$ cat config.mk
export PLATFORM = sky130hd
export DESIGN_NAME = bidirectional_gpio_ports
export DESIGN_NICKNAME = d
export VERILOG_FILES = /design/src/logic/gpio_ports_pkg.sv /design/src/logic/bidirectional_gpio_ports.sv
export SDC_FILE = /design/constraint.sdc
export NUM_CORES = 1
export LEC_CHECK = 0
export ABC_AREA = 1
export BUFFER_PORTS_ARGS = -buffer_cell sky130_fd_sc_hd__clkbuf_2
export CAP_MARGIN = 15
export CORE_MARGIN = 2
export CORE_UTILIZATION = 58
export DETAILED_ROUTE_END_ITERATION = 10
export GPL_TIMING_DRIVEN = 0
export PLACE_DENSITY = 0.86
export RECOVER_POWER = 50
export REMOVE_ABC_BUFFERS = 1
export SYNTH_ARGS = -nofsm -noshare
export SYNTH_HDL_FRONTEND = slang
export SYNTH_SLANG_ARGS = --single-unit
$ cat constraint.sdc
create_clock -name clk -period 4.84 [get_ports clk]
set_input_delay 0.484 -clock clk [delete_from_list [all_inputs] [get_ports clk]]
set_output_delay 0.484 -clock clk [all_outputs]
set_load 0.005 [all_outputs]
$ cat src/logic/gpio_ports_pkg.sv
// Constants, register map and carrier types of the parallel port block
`default_nettype none
package gpio_ports_pkg;
	// ****************************************
	// Register indices; byte address is four times the index
	// ****************************************
	localparam logic [3:0] IDX_FIRST_LATCH = 4'h0;
	localparam logic [3:0] IDX_SECOND_LATCH = 4'h1;
	localparam logic [3:0] IDX_THIRD_LATCH = 4'h2;
	localparam logic [3:0] IDX_FIRST_DIR = 4'h4;
	localparam logic [3:0] IDX_SECOND_DIR = 4'h5;
	localparam logic [3:0] IDX_THIRD_DIR = 4'h6;
	localparam logic [3:0] IDX_FIFTH_LATCH = 4'h8;
	localparam logic [3:0] IDX_SIXTH_LATCH = 4'h9;
	localparam logic [3:0] IDX_FIFTH_DIR = 4'hC;
	localparam logic [3:0] IDX_SIXTH_DIR = 4'hD;
	// ****************************************
	// Port slots and implemented-bit masks
	// ****************************************
	localparam int NUM_PORTS = 5;
	localparam logic [2:0] SLOT_FIRST = 3'h0;
	localparam logic [2:0] SLOT_SECOND = 3'h1;
	localparam logic [2:0] SLOT_THIRD = 3'h2;
	localparam logic [2:0] SLOT_FIFTH = 3'h3;
	localparam logic [2:0] SLOT_SIXTH = 3'h4;
	localparam logic [7:0] MASK_FIRST = 8'hFF;
	localparam logic [7:0] MASK_SECOND = 8'hFF;
	localparam logic [7:0] MASK_THIRD = 8'h7F;
	localparam logic [7:0] MASK_FIFTH = 8'hFF;
	localparam logic [7:0] MASK_SIXTH = 8'h3F;
	localparam logic [7:0] DIR_RESET = 8'h00;
	localparam logic [7:0] OUT_EN_N_RESET = 8'hFF;
	// ****************************************
	// Carrier types
	// ****************************************
	typedef struct packed {
		logic psel;
		logic penable;
		logic pwrite;
		logic [7:0] paddr;
		logic [31:0] pwdata;
	} apb_req_type;
	typedef struct packed {
		logic hit;
		logic isDir;
		logic [2:0] slot;
	} decode_type;
endpackage
`default_nettype wire

$ cat src/logic/bidirectional_gpio_ports.sv
// Parallel port block: latches, direction registers, pin drivers and APB slave
`default_nettype none
module bidirectional_gpio_ports
	import gpio_ports_pkg::*;
(
	input wire logic clk, // 10 MHz system clock
	input wire logic srst, // Synchronous reset, active high
	input wire apb_req_type apbReq, // APB request bundle
	output logic [31:0] prdata, // APB read data
	output logic pready, // APB ready
	output logic pslverr, // APB error on unmapped address
	input wire logic [7:0] firstPortIn, // First port pin levels
	output logic [7:0] firstPortOut, // First port drive values
	output logic [7:0] firstPortOutEnN, // First port enable, low drives
	input wire logic [7:0] secondPortIn, // Second port pin levels
	output logic [7:0] secondPortOut, // Second port drive values
	output logic [7:0] secondPortOutEnN, // Second port enable, low drives
	input wire logic [6:0] thirdPortIn, // Third port pin levels
	output logic [6:0] thirdPortOut, // Third port drive values
	output logic [6:0] thirdPortOutEnN, // Third port enable, low drives
	input wire logic [7:0] fifthPortIn, // Fifth port pin levels
	output logic [7:0] fifthPortOut, // Fifth port drive values
	output logic [7:0] fifthPortOutEnN, // Fifth port enable, low drives
	input wire logic [5:0] sixthPortIn, // Sixth port pin levels
	output logic [5:0] sixthPortOut, // Sixth port drive values
	output logic [5:0] sixthPortOutEnN // Sixth port enable, low drives
);
	// ****************************************
	// How the block works
	// ****************************************
	// Five ports sit behind one APB slave: first, second, third, fifth and sixth.
	// Each port owns a byte of latch and a byte of direction, kept in arrays
	// indexed by a slot number, so one decode serves every register.
	// A direction bit of one turns the pin driver on and makes a read of the
	// data register return the latch; a zero floats the pin and a read returns
	// whatever the board holds on it.
	// The latches are written on every data write, input or output alike, so
	// software can preload a value before it turns the driver on.
	// Latches carry no reset: a system reset that strikes while outputs drive
	// must not lose what software left there. Directions do reset, which floats
	// every pin at once and keeps the board safe from a driver fight.
	// Driver enables are separate flops written on the same edge as the
	// direction, so the pad enables come straight from a register.
	// Pins are sampled directly with no synchroniser; the board side must hold
	// them steady to the clock, or a read may see a level in motion.
	// Narrow ports keep their unused bit positions at zero in both arrays;
	// writes to them are masked away and reads return zero.
	// Addresses outside the map answer with an error and change nothing.
	// Every transfer completes with no wait state: ready follows setup by one
	// clock, and read data is taken from the state seen in the setup cycle.

	// ****************************************
	// Limits and hazards
	// ****************************************
	// A direction bit turned on before its latch is loaded drives a stale
	// value for at least one clock; the hardware does not guard this order.
	// A latch never written reads back unknown in simulation wherever its
	// direction bit is set, since it has no reset value.
	// Unaligned addresses and addresses with high bits set count as holes.
	// Only the low byte of write data is used; the rest is ignored.
	// The enable flops duplicate the direction bits; the two must only ever
	// be written together, or the pins and the readback will disagree.

	// ****************************************
	// Helper functions
	// ****************************************

	// Map a byte address onto a register slot; unaligned or hole means no hit
	function automatic decode_type decodeAddr(input logic [7:0] addr);
		decode_type d;
		d = '0;
		if (addr[1:0] == 2'b00) begin
			d.hit = 1'b1;
			unique case (addr[5:2])
				IDX_FIRST_LATCH: d.slot = SLOT_FIRST;
				IDX_SECOND_LATCH: d.slot = SLOT_SECOND;
				IDX_THIRD_LATCH: d.slot = SLOT_THIRD;
				IDX_FIRST_DIR: begin
					d.slot = SLOT_FIRST;
					d.isDir = 1'b1;
				end
				IDX_SECOND_DIR: begin
					d.slot = SLOT_SECOND;
					d.isDir = 1'b1;
				end
				IDX_THIRD_DIR: begin
					d.slot = SLOT_THIRD;
					d.isDir = 1'b1;
				end
				IDX_FIFTH_LATCH: d.slot = SLOT_FIFTH;
				IDX_SIXTH_LATCH: d.slot = SLOT_SIXTH;
				IDX_FIFTH_DIR: begin
					d.slot = SLOT_FIFTH;
					d.isDir = 1'b1;
				end
				IDX_SIXTH_DIR: begin
					d.slot = SLOT_SIXTH;
					d.isDir = 1'b1;
				end
				default: d.hit = 1'b0;
			endcase
			if (addr[7:6] != 2'b00) begin
				d.hit = 1'b0; // Upper address bits must be zero
			end
		end
		return d;
	endfunction

	// Implemented bits of a port; the rest ignore writes and read zero
	function automatic logic [7:0] slotMask(input logic [2:0] slot);
		logic [7:0] m;
		m = 8'h00;
		unique case (slot)
			SLOT_FIRST: m = MASK_FIRST;
			SLOT_SECOND: m = MASK_SECOND;
			SLOT_THIRD: m = MASK_THIRD;
			SLOT_FIFTH: m = MASK_FIFTH;
			SLOT_SIXTH: m = MASK_SIXTH;
			default: m = 8'h00; // Slot codes 5..7 never decoded
		endcase
		return m;
	endfunction

	// Per bit: output bits return the latch, input bits the pin
	function automatic logic [7:0] readMux(input logic [7:0] lat, input logic [7:0] dr,
		input logic [7:0] pin);
		return (dr & lat) | (~dr & pin);
	endfunction

	// ****************************************
	// Storage and decode
	// ****************************************
	logic [7:0] latch [NUM_PORTS]; // Data latches, never reset
	logic [7:0] dir [NUM_PORTS]; // Direction bits, one means output
	logic [7:0] outEnN [NUM_PORTS]; // Registered driver enables, low drives
	logic [7:0] pins [NUM_PORTS]; // Pin levels widened to a byte
	decode_type dec; // Decode of the current address
	logic [7:0] slotM; // Mask of the addressed port
	logic wrAccept; // Write takes effect on this edge
	logic [7:0] rdValue; // Value a read of the address returns

	assign pins[SLOT_FIRST] = firstPortIn;
	assign pins[SLOT_SECOND] = secondPortIn;
	assign pins[SLOT_THIRD] = {1'b0, thirdPortIn};
	assign pins[SLOT_FIFTH] = fifthPortIn;
	assign pins[SLOT_SIXTH] = {2'b00, sixthPortIn};
	assign dec = decodeAddr(apbReq.paddr);
	assign slotM = slotMask(dec.slot);
	// Writes land only on the completing access edge
	assign wrAccept = apbReq.psel && apbReq.penable && pready && apbReq.pwrite;

	// Read value of the addressed register, reserved bits forced to zero
	always_comb begin
		rdValue = 8'h00;
		if (dec.hit) begin
			if (dec.isDir) begin
				rdValue = dir[dec.slot] & slotM;
			end else begin
				rdValue = readMux(latch[dec.slot], dir[dec.slot], pins[dec.slot]) & slotM;
			end
		end
	end

	// ****************************************
	// Data latches
	// ****************************************

	// No reset branch on purpose: latch contents survive reset
	always_ff @(posedge clk) begin
		if (wrAccept && dec.hit && !dec.isDir) begin
			latch[dec.slot] <= apbReq.pwdata[7:0] & slotM;
		end
	end

	// ****************************************
	// Direction registers and driver enables
	// ****************************************

	// Direction bits, cleared by reset so every pin starts as input
	always_ff @(posedge clk) begin
		if (srst) begin
			for (int i = 0; i < NUM_PORTS; i++) begin
				dir[i] <= DIR_RESET;
			end
		end else if (wrAccept && dec.hit && dec.isDir) begin
			dir[dec.slot] <= apbReq.pwdata[7:0] & slotM;
		end
	end

	// Enables kept as their own flops so pin outputs come straight from a register
	always_ff @(posedge clk) begin
		if (srst) begin
			for (int i = 0; i < NUM_PORTS; i++) begin
				outEnN[i] <= OUT_EN_N_RESET;
			end
		end else if (wrAccept && dec.hit && dec.isDir) begin
			outEnN[dec.slot] <= ~(apbReq.pwdata[7:0] & slotM);
		end
	end

	// ****************************************
	// Pin outputs
	// ****************************************
	// Latch drives the pad whether or not enabled; the enable decides
	assign firstPortOut = latch[SLOT_FIRST];
	assign firstPortOutEnN = outEnN[SLOT_FIRST];
	assign secondPortOut = latch[SLOT_SECOND];
	assign secondPortOutEnN = outEnN[SLOT_SECOND];
	assign thirdPortOut = latch[SLOT_THIRD][6:0];
	assign thirdPortOutEnN = outEnN[SLOT_THIRD][6:0];
	assign fifthPortOut = latch[SLOT_FIFTH];
	assign fifthPortOutEnN = outEnN[SLOT_FIFTH];
	assign sixthPortOut = latch[SLOT_SIXTH][5:0];
	assign sixthPortOutEnN = outEnN[SLOT_SIXTH][5:0];

	// ****************************************
	// APB answer
	// ****************************************

	// Ready rises in the first access cycle: zero wait states always
	always_ff @(posedge clk) begin
		if (srst) begin
			pready <= 1'b0;
		end else begin
			pready <= apbReq.psel && !apbReq.penable;
		end
	end

	// Read data and error captured in the setup cycle, cleared otherwise
	always_ff @(posedge clk) begin
		if (srst) begin
			prdata <= 32'h0000_0000;
			pslverr <= 1'b0;
		end else if (apbReq.psel && !apbReq.penable) begin
			prdata <= apbReq.pwrite ? 32'h0000_0000 : {24'h00_0000, rdValue};
			pslverr <= !dec.hit;
		end else begin
			prdata <= 32'h0000_0000;
			pslverr <= 1'b0;
		end
	end
endmodule
`default_nettype wire

==> summary.md, run 1 <==
| Metric | Value |
|---|---|
| Power density cells | `356.8 mW/mm^2` |
| Period utilization | `89.94%` |
| Seq/Total Area, Yosys | `63.66%` |
| Setup slack, reg-to-reg | `2620 ps` |
| Seq cells post-synth | `167` |
| WP data arrival | `4540 ps` |
| Register clock-pin slew on the reported worst setup and hold paths | `60 ps` |
| Initial Util | `58.76%` |
| TritonRoute pass-1 iters | `6` |
| Tot Pwr | `3.238 mW` |
| Worst setup EP type | `flop` |
| Hold-fix buffers at CTS | `0` |
| Number of nets in the layout | `1001` |
| Routability cong. | `0.9080` |
| Post-CTS Setup Repair Bufs | `0` |
| Largest net degree at the start of global routing | `53` |
| First-pass GRT wire length | `30250 um` |
| Worst slack after detailed placement | `452.2 ps` |
| Worst hold path class | `in2reg` |
| Detail Route Antenna Nets | `0` |
| Cell variety after synth | `32` |
| Ys Warns | `0` |
| Share of cells above drive strength 1 | `17.27%` |
| CP Launch Type | `primary input` |
| Max-cap viol count | `1` |
| Hold path cells | `2` |
| DRC | `0` |
| Post-route core utilization | `69.08%` |
| Final Slew Violations | `17` |
| Vias | `6077` |
| Post-synth top area share | `61.07%` |
| Vias in the first global route | `5664` |
| Worst slew pin tran | `1622 ps` |
| Synthesized area per cell | `10.18 um^2` |
| Initial antenna violation count | `0` |
| Cell Area, Placed | `0.008536 mm^2` |
| Unrepaired setup endpoints after global routing | `no` |
| Setup CP Type | `in2reg` |
| Fin cells | `1108` |
| Worst-Skew Late Latency | `420 ps` |
| Clk sink count | `167` |
| WHS | `269.2 ps` |
| Setup_tns | `0 ps` |
| Final wirelength | `20310 um` |
| Area contributors post-synth | `edfxtp_1 (61%), nand2_1 (8.5%), nand3_1 (5.3%)` |
| Clk_skew | `5.843 ps` |
| Clock root cell | `clkbuf_16` |
| Crit Path Max Fanout | `52` |
| Antenna Cells | `0` |
| Die height | `119.4 um` |
| Post-DP HPWL | `12800 um` |
| WP data required | `5020 ps` |
| Vias/cell | `5.485` |
| Wirelength per Cell | `18.33 um` |
| IO Port Bufs | `141` |
| Layout area overhead | `17.55%` |
| Total global routing overflow | `0` |
| Area of the core | `0.01314 mm^2` |
| Endpoints failing setup | `0` |
| Max-slew headroom | `-8.112%` |
| Yosys top cell by area | `edfxtp_1` |
| Commonest non-fill, non-tap cell in the layout | `nand2_1` |
| Post-Syn Instances | `758` |
| Synth Flop Type | `edfxtp_1` |
| Leak | `4.162 nW` |
| Post-cts resize count | `0` |
| Max rail drop VDD | `0.2509 mV` |
| Final setup margin | `486.9 ps` |
| Clock Tree Buf Depth | `2` |
| Tmin final | `4353 ps` |
| Syn Std Cell Area | `0.007720 mm^2` |
| H-tree Lvls | `4` |
| Overall Global Routing Usage | `28.56%` |
| Most frequent cells in the layout | `nand2_1 (175), edfxtp_1 (157), inv_1 (99), clkbuf_2 (99), nand3_1 (81)` |
| Failing checks | `capacitance limit, slew limit` |
| Max Fclk | `229.7 MHz` |
| Fin area | `0.009075 mm^2` |
| # IOs | `190` |
| Num CTS Buffers | `17` |
| Die area | `0.01425 mm^2` |
| Number of synthesized flops with an enable pin | `157` |
| Reg2Reg Depth | `6` |
| Die Wd | `119.4 um` |
| DRT iter0 DRCs | `678` |
| CTS tree | `done` |
| Status | `finished, violations left` |
| Row cnt | `42` |
| Inst Count DP | `1075` |
| Hold Fails Final Rpt | `0` |
| Async set-reset flop share out of synthesis | `0%` |
-- final cells by class --
type / count / area [um^2]
Timing Repair Buffer: 149 / 747.0
Tap cell: 176 / 220.2
Clock inverter: 14 / 172.7
Clock buffer: 18 / 429.2
Multi-Input combinational cell: 479 / 2197
Inverter: 105 / 394.1
Sequential cell: 167 / 4915
Fill cell: 941 / 4063
-- Yosys cell counts, types with 2 or more instances --
master    instances
inv_1            99
o21ai_0          12
nand2_2           9
nand2_1         175
nor2_4            7
buf_2            17
inv_2             5
nor2_1           50
or2_2             3
nand3b_1         17
a31oi_1           2
a21oi_1          16
edfxtp_1        157
nand4_1          28
buf_4            38
clkbuf_1         17
nor3_1            2
nand3_1          81
dfxtp_1          10
-- critical path, cell delays in order --
cell and delay, ps:
clkbuf_2 90, nor2_1 850, buf_8 260, nand2_1 140, inv_2 630, nand2_2 850, nand2_1 390, nor2_4 100
inv_2 170, o21ai_1 270, buf_6 250
-- state kept, by name, summed over array words and instances, names as in the netlist --
| name | flops |
|---|---|
| pslverr | 1 |
| dir | 60 |
| prdata | 8 |
| latch | 60 |
| pready | 1 |
| outEnN | 37 |
-- per-layer routing --
| metal | share of wire [%] | up-vias | track usage [%] | routed length [um] |
|---|---|---|---|---|
| met5 | 0 | - | 0 | 0 |
| met2 | 48 | 508 | 45.37 | 9716 |
| met1 | 37 | 2770 | 38.08 | 7418 |
| li1 | - | 2728 | - | - |
| met3 | 12 | 71 | 5.747 | 2368 |
| met4 | 4.0 | 0 | 13.53 | 808 |
-- path summary, 6_finish.rpt --
check / from / end
worst max-delay path: apbReq[33] / dir[0][7]
worst min-delay path: apbReq[41] / pready
worst max register to register: pready / dir[3][6]
worst min register to register: dir[3][5] / prdata[5]
-- cells by family (layout without fill, tap and decap cells) --
logic type             after synthesis  in the layout  share of synthesized area (%)
other                                1             68                        0.04858
AOI/OAI and AO/OA                   34             34                          2.350
buffers and inverters              179            286                          10.92
DFF                                167            167                          63.66
and+or+nand+nor                    377            377                          23.01
-- power breakdown --
group / internal, mW / switching, mW
sequential: 1.63 / 0.0129
clock: 0.817 / 0.571
combinational: 0.0601 / 0.150
Power figures use the tool's default switching activity.
==> run 2: changes to the inputs <==
Settings changed: CORE_ASPECT_RATIO set to 1.1, HOLD_SLACK_MARGIN set to 0.08, SETUP_SLACK_MARGIN set to 0.1.
==> run 2 against run 1 <==
Setup slack gained 270 ps. Non-clock buffer count shrank 1. Hold slack lost 35 ps. Routed wire length grew 0.96%. The run still ends with capacitance limit, slew limit left. Core utilization shrank 0.47 points.
==> summary.md, run 2 (synthesis results as in run 1) <==
| Metric | Value |
|---|---|
| Failing checks | `capacitance limit, slew limit` |
| Share of cells above drive strength 1 | `17.08% (-0.20 points)` |
| Vias | `6143 (+1.1%)` |
| Max rail drop VDD | `0.2251 mV (-10%)` |
| Largest net degree at the start of global routing | `53 (unchanged)` |
| Post-cts resize count | `0 (unchanged)` |
| Worst slew pin tran | `1534 ps (-87.55 ps)` |
| Final wirelength | `20510 um (+0.96%)` |
| H-tree Lvls | `4 (unchanged)` |
| Wirelength per Cell | `18.78 um (+2.4%)` |
| Status | `finished, violations left` |
| IO Port Bufs | `141 (unchanged)` |
| Top Registers | `dir (60), latch (60), outEnN (37)` |
| Post-DP HPWL | `13360 um (+4.4%)` |
| Initial Util | `58.92% (+0.16 points)` |
| Clock power share | `41.0% (-1.9 points)` |
| # IOs | `190 (unchanged)` |
| Psw | `0.7399 mW (+0.85%)` |
| CP Launch Type | `primary input` |
| Antenna Cells | `0 (unchanged)` |
| Seq pwr share | `52.3% (+1.7 points)` |
| Clock Tree Buf Depth | `2 (unchanged)` |
| Leak | `4.129 nW (-0.79%)` |
| Worst setup EP type | `flop` |
| Row cnt | `44 (+4.8%)` |
| WP data arrival | `4140 ps (-400 ps)` |
| Setup CP Type | `in2reg` |
| Max-slew headroom | `-2.653% (+5.5 points)` |
| DRT iter0 DRCs | `716 (+5.6%)` |
| Worst-Skew Late Latency | `430 ps (about the same)` |
| Routability cong. | `0.8391 (-7.6%)` |
| Max Fclk | `244.9 MHz (+6.6%)` |
| Most frequent cells in the layout | `nand2_1 (175), edfxtp_1 (157), inv_1 (99)` |
| WHS | `234.6 ps (-34.62 ps)` |
| Post-CTS Setup Repair Bufs | `0 (unchanged)` |
| Tmin final | `4084 ps (-269.0 ps)` |
| Die area | `0.01425 mm^2 (about the same)` |
| Layout area overhead | `16.43%` |
| Unrepaired setup endpoints after global routing | `no` |
| Hold Fails Final Rpt | `0 (unchanged)` |
| Tot Pwr | `3.139 mW (-3.1%)` |
| CTS tree | `done` |
| Period utilization | `84.38% (-5.6 points)` |
| Post-route core utilization | `68.60% (-0.47 points)` |
| Fin area | `0.008989 mm^2 (-0.95%)` |
| WP data required | `4900 ps (-120 ps)` |
| Max-cap viol count | `1 (unchanged)` |
| DRC | `0 (unchanged)` |
| Initial antenna violation count | `0 (unchanged)` |
| TritonRoute pass-1 iters | `8 (+2)` |
| Cell Area, Placed | `0.008526 mm^2 (-0.12%)` |
| Crit Path Max Fanout | `18 (-65%)` |
| Pint | `2.399 mW (-4.2%)` |
| Commonest non-fill, non-tap cell in the layout | `nand2_1` |
| Num CTS Buffers | `17 (unchanged)` |
| Register clock-pin slew on the reported worst setup and hold paths | `70 ps (about the same)` |
| Clk_skew | `8.710 ps (+2.866 ps)` |
| Detail Route Antenna Nets | `0 (unchanged)` |
| Clk sink count | `167 (unchanged)` |
| Sw Share | `23.57% (+0.92 points)` |
| Endpoints failing setup | `0 (unchanged)` |
| Final Slew Violations | `19 (+2)` |
| Overall Global Routing Usage | `29.03% (+0.47 points)` |
| Setup_tns | `0 ps (unchanged)` |
| Area of the core | `0.01310 mm^2 (-0.27%)` |
| Gate power share | `6.7% (+0.2 points)` |
| Vias/cell | `5.625 (+2.6%)` |
| Power density cells | `349.2 mW/mm^2 (-2.1%)` |
| Die height | `125 um (+4.7%)` |
| Die Wd | `114 um (-4.5%)` |
| Hold-fix buffers at CTS | `0 (unchanged)` |
| Total global routing overflow | `0 (unchanged)` |
| Number of nets in the layout | `1000 (-0.10%)` |
| Worst hold path class | `in2reg` |
| First-pass GRT wire length | `30510 um (+0.87%)` |
| Vias in the first global route | `5676 (+0.21%)` |
| Clock root cell | `clkbuf_16` |
==> run 2: worst paths after layout <==
path              startpoint           end  slack [ps]  depth (start not counted)
setup / recovery  apbReq[33]   latch[4][1]         760                          7
hold / removal    apbReq[41]        pready         230                          2
hold reg to reg    dir[3][7]     prdata[7]         700                          6
setup reg to reg      pready  outEnN[0][4]        2170                          6
==> run 2: per-stage QoR <==
stage,std cells,setup slack (ps)
2_1_floorplan,751,596.7
3_3_place_gp,1053,-1469
3_5_place_dp,1060,478.9
4_1_cts,1092,867.1
5_1_grt,1092,518.2
6_report,1092,755.9
==> run 2: power groups by stage <==
stage	Clock, mW	Combinational [mW]	Sequential [mW]
3_3_place_gp	0	0.191	1.67
5_1_grt	1.34	0.231	1.64
3_5_place_dp	0	0.205	1.67
4_1_cts	1.28	0.208	1.64
2_1_floorplan	0	0.103	1.67
6_report	1.29	0.211	1.64
==> run 2: final cells by class <==
class	instances	area, um^2
Tap cell	161	201.4
Timing Repair Buffer	148	740.7
Clock inverter	14	125.1
Multi-Input combinational cell	479	2183
Inverter	105	394.1
Sequential cell	167	4915
Clock buffer	18	429.2
Fill cell	916	4114
==> run 2: per-layer routing <==
layer / part of all wire, % / global-route usage (%)
met3: 11 / 6.447
met1: 35 / 37.73
met2: 50 / 47.62
met5: 0 / 0
met4: 3.4 / 11.76
==> run 2: worst max-delay path, cell delays in order <==
cell and delay, ps:
clkbuf_1 100, nor2_2 500, buf_8 260, nand2_1 110
nor2_1 1150, inv_1 730, nor2_1 800
